**config.mk**
```make
export PLATFORM = sky130hd
export DESIGN_NAME = timer_counting
export DESIGN_NICKNAME = d
export VERILOG_FILES = /design/src/shared/timer_pkg.sv /design/src/logic/timer_counting.sv
export SDC_FILE = /design/constraint.sdc
export NUM_CORES = 1
export LEC_CHECK = 0
export ABC_AREA = 1
export BUFFER_PORTS_ARGS = -buffer_cell sky130_fd_sc_hd__buf_2
export CAP_MARGIN = 20
export CORE_UTILIZATION = 40
export DETAILED_ROUTE_END_ITERATION = 6
export SETUP_SLACK_MARGIN = 0.02
export SLEW_MARGIN = 25
export SYNTH_ARGS = -nofsm -noshare
export SYNTH_HDL_FRONTEND = slang
export SYNTH_SLANG_ARGS = --single-unit
```
**constraint.sdc**
```tcl
create_clock -name mclk -period 2.5 [get_ports mclk]
set_input_delay 0.375 -clock mclk [delete_from_list [all_inputs] [get_ports mclk]]
set_output_delay 0.375 -clock mclk [all_outputs]
set_load 0.01 [all_outputs]
```
**src/shared/timer_pkg.sv**
```systemverilog
// constants for the reloadable timer: register map, control fields, modes, reset values
package timer_pkg;
	localparam int DATA_W = 16;
	localparam int ADDR_W = 2;
	localparam int CNT_W = 16;
	localparam int PRE_W = 7;

	// register indices on the plain register port
	localparam logic [ADDR_W-1:0] REG_CTRL = 2'h0;
	localparam logic [ADDR_W-1:0] REG_COUNT = 2'h1;
	localparam logic [ADDR_W-1:0] REG_RELOAD = 2'h2;
	localparam logic [ADDR_W-1:0] REG_STATUS = 2'h3;

	// control register field positions
	localparam int CTRL_EN_BIT = 0;
	localparam int CTRL_MODE_LSB = 1;
	localparam int CTRL_POL_BIT = 4;
	localparam int CTRL_OEN_BIT = 5;
	localparam int CTRL_PS_LSB = 8;

	// status register field positions
	localparam int STAT_EN_BIT = 0;
	localparam int STAT_ARMED_RUN_BIT = 1;
	localparam int STAT_OUT_BIT = 2;

	// mode field codes
	localparam logic [2:0] MODE_ONESHOT = 3'h0;
	localparam logic [2:0] MODE_TRIG = 3'h1;
	localparam logic [2:0] MODE_CONT = 3'h2;
	localparam logic [2:0] MODE_PINCNT = 3'h3;
	localparam logic [2:0] MODE_CMPCNT = 3'h4;

	// values after reset and after a reload
	localparam logic [CNT_W-1:0] CNT_RESTART = 16'h0001;
	localparam logic [CNT_W-1:0] CNT_RESET = 16'h0001;
	localparam logic [CNT_W-1:0] RLD_RESET = 16'h0000;
	localparam logic [2:0] MODE_RESET = 3'h0;
	localparam logic [2:0] PS_RESET = 3'h0;
	localparam logic [DATA_W-1:0] RDATA_RESET = 16'h0000;
endpackage : timer_pkg

```
**src/logic/timer_counting.sv**
```systemverilog
// reloadable 16-bit up-counter with one-shot, triggered, continuous and event-counter modes
// Notes on behaviour
// - one-shot: at reload interrupt, restart, self-disable
// - one-shot counts prescaled system clocks only
// - one-shot output inverts for one clock
// - one-shot time equals (reload-start+1) times prescale
// - triggered mode waits for polarity-selected input edge
// - triggered: count, pulse, interrupt, restart at one
// - polarity bit sets triggered pulse polarity
// - triggers ignored while counting; idle afterwards
// - triggered mode holds count until trigger edge
// - continuous: interrupt, restart at one, keep running
// - continuous output toggles each reload from polarity
// - written start count affects first pass only
// - continuous period equals reload times prescale
// - pin counter counts selected edges, no prescaler
// - comparator counter counts selected comparator edges
// - counter modes: interrupt, restart, continue, toggle output
// - polarity bit sets edge and first output level
// - prescaler divides by one up to 128
// - count rolls FFFF to 0000; reload 0 longest
// - reload below count: wrap, then reach reload
//
// The implementer's own choices: the placing of the registers and strobed register access.
`timescale 1ns/1ps
module timer_counting #(
	parameter int COUNT_W = 16
) (
	input wire logic mclk,
	input wire logic reset,
	input wire logic [timer_pkg::ADDR_W-1:0] addr,
	input wire logic [timer_pkg::DATA_W-1:0] wdata,
	input wire logic wr_en,
	input wire logic rd_en,
	output logic [timer_pkg::DATA_W-1:0] rdata,
	input wire logic timer_in,
	input wire logic comp_in,
	output logic timer_out,
	output logic timer_out_en,
	output logic irq
);
	import timer_pkg::*;

	if (COUNT_W < 2 || COUNT_W > DATA_W) begin : g_bad_width
		$error("COUNT_W must lie between 2 and the data width");
	end

	typedef enum logic [1:0] {
		TRG_IDLE = 2'b01,
		TRG_RUN = 2'b10
	} trg_t;

	typedef struct packed {
		logic en;
		logic [2:0] mode;
		logic pol;
		logic oen;
		logic [2:0] ps;
		logic [COUNT_W-1:0] cnt;
		logic [COUNT_W-1:0] rld;
		logic [PRE_W-1:0] pre;
		logic [2:0] pin_s;
		logic [2:0] cmp_s;
		trg_t trg;
		logic out;
		logic irq;
		logic [DATA_W-1:0] rdata;
	} state_t;

	state_t s_q;
	state_t s_d;
	logic [2:0] sel_s;
	logic edge_ev;
	logic clk_mode;
	logic tick;
	logic reload_ev;
	logic toggle_mode;

	// terminal prescaler count for a divide-by-2^ps
	function automatic logic [PRE_W-1:0] presc_limit(input logic [2:0] ps);
		logic [PRE_W:0] f;
		f = (PRE_W+1)'(1) << ps;
		return PRE_W'(f - (PRE_W+1)'(1));
	endfunction : presc_limit

	always_comb begin
		s_d = s_q;
		s_d.irq = 1'b0;
		tick = 1'b0;
		// bit 0 feeds only bit 1; bit 2 holds the previous settled sample
		s_d.pin_s = {s_q.pin_s[1:0], timer_in};
		s_d.cmp_s = {s_q.cmp_s[1:0], comp_in};
		sel_s = (s_q.mode == MODE_CMPCNT) ? s_q.cmp_s : s_q.pin_s;
		// polarity 0 picks rising edges, 1 falling; inputs assumed below mclk/4
		edge_ev = s_q.pol ? (sel_s[2] & ~sel_s[1]) : (sel_s[1] & ~sel_s[2]);
		clk_mode = (s_q.mode == MODE_ONESHOT) || (s_q.mode == MODE_TRIG)
			|| (s_q.mode == MODE_CONT);
		// spare codes 5-7 count pin edges, so they toggle like the counters
		toggle_mode = (s_q.mode != MODE_ONESHOT) && (s_q.mode != MODE_TRIG);

		if (s_q.en) begin
			if (clk_mode) begin
				if (s_q.mode != MODE_TRIG || s_q.trg == TRG_RUN) begin
					if (s_q.pre == presc_limit(s_q.ps)) begin
						tick = 1'b1;
						s_d.pre = '0;
					end else begin
						s_d.pre = s_q.pre + PRE_W'(1);
					end
				end
			end else begin
				tick = edge_ev;
			end
		end

		// a trigger only arms an idle timer; later edges fall through unused
		if (s_q.en && s_q.mode == MODE_TRIG && s_q.trg == TRG_IDLE && edge_ev) begin
			s_d.trg = TRG_RUN;
			s_d.pre = '0;
		end

		reload_ev = tick && (s_q.cnt == s_q.rld);
		if (tick) begin
			// plain increment wraps ffff to 0000, so reload 0 is the longest pass
			s_d.cnt = reload_ev ? COUNT_W'(CNT_RESTART) : s_q.cnt + COUNT_W'(1);
		end

		if (reload_ev) begin
			s_d.irq = 1'b1;
			if (s_q.mode == MODE_ONESHOT) begin
				s_d.en = 1'b0;
			end
			if (s_q.mode == MODE_TRIG) begin
				s_d.trg = TRG_IDLE;
			end
		end

		if (!s_q.en) begin
			s_d.out = s_q.pol;
			s_d.trg = TRG_IDLE;
			s_d.pre = '0;
		end else if (toggle_mode) begin
			s_d.out = reload_ev ? ~s_q.out : s_q.out;
		end else if (reload_ev) begin
			s_d.out = ~s_q.pol;
		end else if (s_q.irq) begin
			// pulse over: back to the polarity level
			s_d.out = s_q.pol;
		end else begin
			// level held while counting, so a polarity flip after start shows when the time-out pulse ends
			s_d.out = s_q.out;
		end

		// software writes win over the same-cycle hardware update
		if (wr_en) begin
			unique case (addr)
				REG_CTRL: begin
					s_d.en = wdata[CTRL_EN_BIT];
					s_d.mode = wdata[CTRL_MODE_LSB +: 3];
					s_d.pol = wdata[CTRL_POL_BIT];
					s_d.oen = wdata[CTRL_OEN_BIT];
					s_d.ps = wdata[CTRL_PS_LSB +: 3];
				end
				REG_COUNT: s_d.cnt = wdata[COUNT_W-1:0];
				REG_RELOAD: s_d.rld = wdata[COUNT_W-1:0];
				REG_STATUS: begin
				end
			endcase
		end

		s_d.rdata = '0;
		if (rd_en) begin
			unique case (addr)
				REG_CTRL: begin
					s_d.rdata[CTRL_EN_BIT] = s_q.en;
					s_d.rdata[CTRL_MODE_LSB +: 3] = s_q.mode;
					s_d.rdata[CTRL_POL_BIT] = s_q.pol;
					s_d.rdata[CTRL_OEN_BIT] = s_q.oen;
					s_d.rdata[CTRL_PS_LSB +: 3] = s_q.ps;
				end
				REG_COUNT: s_d.rdata = DATA_W'(s_q.cnt);
				REG_RELOAD: s_d.rdata = DATA_W'(s_q.rld);
				REG_STATUS: begin
					s_d.rdata[STAT_EN_BIT] = s_q.en;
					s_d.rdata[STAT_ARMED_RUN_BIT] = (s_q.trg == TRG_RUN);
					s_d.rdata[STAT_OUT_BIT] = s_q.out;
				end
			endcase
		end
	end

	always_ff @(posedge mclk) begin
		if (reset) begin
			s_q.en <= 1'b0;
			s_q.mode <= MODE_RESET;
			s_q.pol <= 1'b0;
			s_q.oen <= 1'b0;
			s_q.ps <= PS_RESET;
			s_q.cnt <= COUNT_W'(CNT_RESET);
			s_q.rld <= COUNT_W'(RLD_RESET);
			s_q.pre <= '0;
			s_q.pin_s <= 3'h0;
			s_q.cmp_s <= 3'h0;
			s_q.trg <= TRG_IDLE;
			s_q.out <= 1'b0;
			s_q.irq <= 1'b0;
			s_q.rdata <= RDATA_RESET;
		end else begin
			s_q <= s_d;
		end
	end

	assign rdata = s_q.rdata;
	assign timer_out = s_q.out;
	assign timer_out_en = s_q.oen;
	assign irq = s_q.irq;
endmodule : timer_counting

```
### Word level (Yosys, flattened, before mapping)

Index checks and enable logic that the tools add are counted.

| storage, ports and cells | value |
|---|---|
| bits in registers | 74 |
| bits in latches | 0 |
| bits in writable memories | 0 |
| ROM bits | 0 |
| output and inout bits | 19 |
| word-level logic and storage cells | 86 |
| memories | 0 |

| operators by class | value |
|---|---|
| add/subtract/negate cells | 3 |
| multipliers | 0 |
| div/mod/pow operators | 0 |
| magnitude comparators | 0 |
| equality and inequality tests | 13 |
| shift-type cells | 1 |
| muxes and demuxes | 29 |
| bitwise operators | 8 |
| reduce and logical (&&, ||, !) cells | 18 |

Operators by type and width:

| kind | number |
|---|---|
| $mux W16 | 4 |
| $mux W41 | 1 |
| $pmux W3 S3 | 2 |
| $add A16 B1 Y16 const B | 1 |
| $eq A16 B16 Y1 | 1 |
| $mux W1 | 13 |
| $pmux W3 S4 | 1 |
| $pmux W5 S2 | 1 |
| $mux W9 | 1 |
| $reduce_and A2 Y1 | 4 |
| $add A7 B1 Y7 const B | 1 |
| $eq A7 B7 Y1 | 1 |
| $mux W7 | 1 |
| $shl A1 B3 Y7 const A | 1 |
| $sub A7 B1 Y7 const B | 1 |
| $eq A2 B2 Y1 const B | 3 |
| $mux W2 | 3 |
| $not A1 Y1 | 6 |
| $logic_and A1 B1 Y1 | 5 |
| $eq A2 B1 Y1 const B | 2 |
| $pmux W2 S2 | 1 |
| $reduce_or A2 Y1 | 2 |
| $eq A3 B1 Y1 const B | 1 |
| $eq A3 B2 Y1 const B | 1 |
| 11 further kinds | 14 |

### Longest topological paths before layout

| depth | value |
|---|---|
| word-level depth | 12 |
| depth in mapped cells | 21 |
| gate-level depth less buffers | 19 |

### Worst setup path before layout

No wires, ideal clock.

| timing | value |
|---|---|
| kind | flip-flop to flip-flop |
| start | register s_q[67] (netlist name) |
| end | register s_q[59] (netlist name) |
| setup time | 0.132 ns |
| arrival time | 2.033 ns |
| required time | 2.368 ns |
| setup slack | 0.335 ns |
| stages on the path, launching flop included | 20 |
| buffers on the path | 2 |
| cell sequence | dfxtp_1 > buf_6 > inv_2 > nand2_1 > ha_1 > nand2_1 > inv_1 > nor2_1 > nand2_1 > nor2_1 > nand3_1 > nor2_4 > nand3_4 > nand2_4 > buf_6 > nand4_1 > nor2_1 > nor2_1 > o21ai_1 > a21oi_1 |

| between the ends | value |
|---|---|
| word-level cells in the longest chain between the ends | 12 |

RTL lines:

| element | line | source |
|---|---|---|
| start: declaration | timer_counting.sv:70 | `state_t s_q;` |
| $shl A1 B3 Y7 (*) | timer_counting.sv:82 | `f = (PRE_W+1)'(1) << ps;` |
| $sub A7 B1 Y7 (*) | timer_counting.sv:83 | `return PRE_W'(f - (PRE_W+1)'(1));` |
| $eq A7 B7 Y1 (*) | timer_counting.sv:104 | `if (s_q.pre == presc_limit(s_q.ps)) begin` |
| $mux W1 (*) | timer_counting.sv:104 |  |
| $mux W1 (*) | timer_counting.sv:103 | `if (s_q.mode != MODE_TRIG \|\| s_q.trg == TRG_RUN) begin` |
| $mux W1 (*) | timer_counting.sv:102 | `if (clk_mode) begin` |
| $mux W1 (*) | timer_counting.sv:101 | `if (s_q.en) begin` |
| $logic_and A1 B1 Y1 | timer_counting.sv:122 | `reload_ev = tick && (s_q.cnt == s_q.rld);` |
| $mux W16 | timer_counting.sv:125 | `s_d.cnt = reload_ev ? COUNT_W'(CNT_RESTART) : s_q.cnt + COUNT_W'(1);` |
| $mux W16 (*) | timer_counting.sv:123 | `if (tick) begin` |
| $mux W16 | timer_counting.sv:156 | `unique case (addr)` |
| $mux W41 (*) | timer_counting.sv:155 | `if (wr_en) begin` |

Mark *: on every way between the ends. The rest lies on a longest branch, timed or not.
A chain may end at the register's enable or synchronous reset.

### Worst setup path in the final report

| timing | value |
|---|---|
| start | register s_q[66] (netlist name) |
| end | register s_q[54] (netlist name) |

The elaborated chain is that of the path after synthesis.

==> impl_metrics.tcl <==
set metrics [dict create \
    status "finished, final reports clean" \
    path_buf_inv 2 \
    diodes 0 \
    clock_latency_ns 0.35 \
    ys_top_cells_by_count "nand2_1 (180), dfxtp_1 (74), nor2_1 (69)" \
    synthFlopType "dfxtp_1" \
    grtUsageTotal_pct 21.2 \
    async_flop_share_pct 0 \
    synth-edff-count 0 \
    dieArea_sq_um 10900 \
    hp-class "in2reg" \
    synthAdderAreaFrac_pct 2.69 \
    ys_seq_area_share_pct 35.4 \
    cts_made_buffers 9 \
    maxSlewHeadroom_pct 43.7 \
    coreArea_sq_um 9950 \
    slowest_delay_ns 0.38 \
    grt_max_degree 27 \
    synthSimpleGateAreaFrac_pct 33.4 \
    overflow 0 \
    routed_wl_mm 11.1 \
    leakage_uw 0.00209 \
    final_area_sq_um 4680 \
    avgSynthCellArea_sq_um 6.61 \
    drtPass1Iterations 5 \
    hpwl_mm 8.17 \
    drt_iter0_markers 255 \
    antenna_found_initial 0 \
    timing.final.setup_violations 0 \
    cts_sinks 74 \
    cp.required_ns 2.78 \
    via_per_inst 5.05 \
    yosysMostFrequentCell "nand2_1" \
    synth_top_area_share_pct 35.4 \
    yosysUniqueCellTypes 32 \
    synthesis.nets 666 \
    port_buffers 42 \
    htreeDepth 3 \
    synth_warnings 0 \
    hold_start "comp_in" \
    syn-instance-count 633 \
    worst_ir_drop_vdd_v 0.000248 \
    cp.depth 18 \
    crit_path_start "s_q[66]$_SDFFE_PP0P_" \
    crit_top_cell "nand2_1" \
    crit_fanout 11 \
    rr_worst_depth 18 \
    synth_compound_area_share_pct 11.2 \
    holdPathEnd "s_d[21]$_SDFF_PP0_" \
    area_growth_pct 11.8 \
    grt_pass1_vias 3730 \
    synthMuxAreaShare_pct 0 \
    die_width_um 104 \
    die_y_um 104 \
    whs_path_depth 3 \
    grt_setup_unrepaired "true" \
    placed_cells_incl_taps 775 \
    cts_tree "built" \
    initial_core_util_pct 42.0 \
    fin_crit_ns 2.41 \
    hold_viol 0 \
    p_per_area_nw_per_um2 551 \
    skew_ns 0.0145 \
    yosysTopAreaCell "dfxtp_1" \
    post-route-drc-count 0 \
    critPathKind "reg2reg" \
    r2r_slack_ns 0.09 \
    total_power_uw 2580 \
    tightest_slew_ns 0.843 \
    critPathTopFamily "simple AND/OR/NAND/NOR gates" \
    drive_above_1_share_pct 15.0 \
    synth_xor_area_share_pct 5.24 \
    synth_top_family_by_area "simple AND/OR/NAND/NOR gates" \
    max_freq_mhz 416 \
    rows 36 \
    end_kind "flip-flop" \
    stdcell_count 792 \
    io_pins 43 \
    reg2reg_to "s_q[54]$_SDFF_PP0_" \
    slowest_stage "dfxtp_4" \
    final_max_slew_viol_count 0 \
    setup_tns_ns 0 \
    routed-via-count 3996 \
    synthTopCellsByArea "dfxtp_1 (35%), nand2_1 (16%), nor2_1 (6.2%)" \
    clk_pin_slew_ns 0.08 \
    r2r_start "s_q[66]$_SDFFE_PP0P_" \
    wl_per_cell_um 14.0 \
    final_net_count 688 \
    fin_crit_sh_pct 96.2 \
    placed_cell_area_sq_um 4390 \
    grt_first_pass_wirelength_mm 18.3 \
    syn-cell-area_sq_um 4180 \
    detailedPlace.worstSlack_ns 0.00867 \
    gp_congestion 0.947 \
    crit_arrival_ns 2.68 \
    maxCapViolCount 0 \
    worstPathCellList "inv_2, nand3_2, ha_4, nand2_1, inv_1, nor2_1, nand2_1, nor2_1, nand3_1, nor2_4, nand3_4, nand2_8, nand2_8, nor2_4, nand2_1, nand2_1, nand3_1, a21oi_1" \
    clockBufferDepth 2 \
    cts_hold_buf 0 \
    ant_nets 0 \
    worst_slack_ns 0.0946 \
    root_buffer "clkbuf_8" \
    start_kind "flip-flop" \
    ys_ff_latch 74 \
]
-- cells in the final DEF (no fill, tap or decap), types with 5 or more instances in the layout --
cell type	n
a21oi_1	44
buf_2	42
buf_4	12
clkbuf_8	9
dfxtp_1	72
ha_1	8
inv_1	61
inv_2	5
nand2_1	174
nand2_2	5
nand3_1	32
nand4_1	17
nor2_1	68
nor3_1	9
o21ai_0	30
o21ai_1	8
xnor2_1	8
xor2_1	17
-- area by class of cell --
cell class	instances	area (sq um)
Multi-Input combinational cell	450	2280
Inverter	66	248
Clock buffer	9	124
Fill cell	1037	5280
Tap cell	133	166
Timing Repair Buffer	54	300
Clock inverter	6	68.8
Sequential cell	74	1490
-- state kept, by name, summed over array words and instances (netlist names) --
register      cells
irq               1
rdata            16
s_d               4
s_q              51
timer_out         1
timer_out_en      1
-- report_power, final --
| part | switching (uW) | leakage (uW) | internal (uW) |
|---|---|---|---|
| sequential | 47.2 | 0.000603 | 1220 |
| clock | 471 | 0.0000835 | 457 |
| combinational | 245 | 0.00141 | 140 |
-- what timing repair did --
item,in CTS,in global routing
pin swaps,0,8
gates resized for setup,2,18
endpoints found under the setup margin,4,18
buffers inserted,0,1
gates cloned,0,1
-- cell families (layout without fill, tap and decap cells) --
group | after synthesis | count (layout)
AOI/OAI and AO/OA | 90 | 90
xor gates and xnor gates | 25 | 25
adders and majority gates | 9 | 9
buffers and inverters | 110 | 135
DFF | 74 | 74
and+or+nand+nor | 325 | 326
-- per-layer routing --
metal | track usage, % | vias up | share of wire, %
li1 | - | 2037 | -
met1 | 30.2 | 1817 | 49
met2 | 32.4 | 127 | 43
met3 | 3.32 | 15 | 6.1
met4 | 7.35 | 0 | 1.5
met5 | 0 | - | 0
-- worst min-delay path, cell delays in order --
cell,delay (ns)
buf_2,0.10
inv_1,0.04
nor2_1,0.03
-- per-stage QoR --
step / hold WS, ns / utilization (%)
floorplan: 0.388 / -
global placement: 0.390 / 44.1
detailed placement: 0.402 / 44.1
CTS: 0.211 / 46.1
global route: 0.220 / 47.0
finish: 0.229 / 47.0
-- worst max-delay path by stage --
stage                         endpoint  slack, ns
finish              s_q[54]$_SDFF_PP0_       0.09
global route        s_q[59]$_SDFF_PP0_      -0.11
CTS                 s_q[54]$_SDFF_PP0_       0.04
detailed placement  s_q[54]$_SDFF_PP0_      0.009
global placement    s_q[54]$_SDFF_PP0_       0.11
floorplan           s_q[59]$_SDFF_PP0_       0.33
Power figures use the tool's default switching activity.
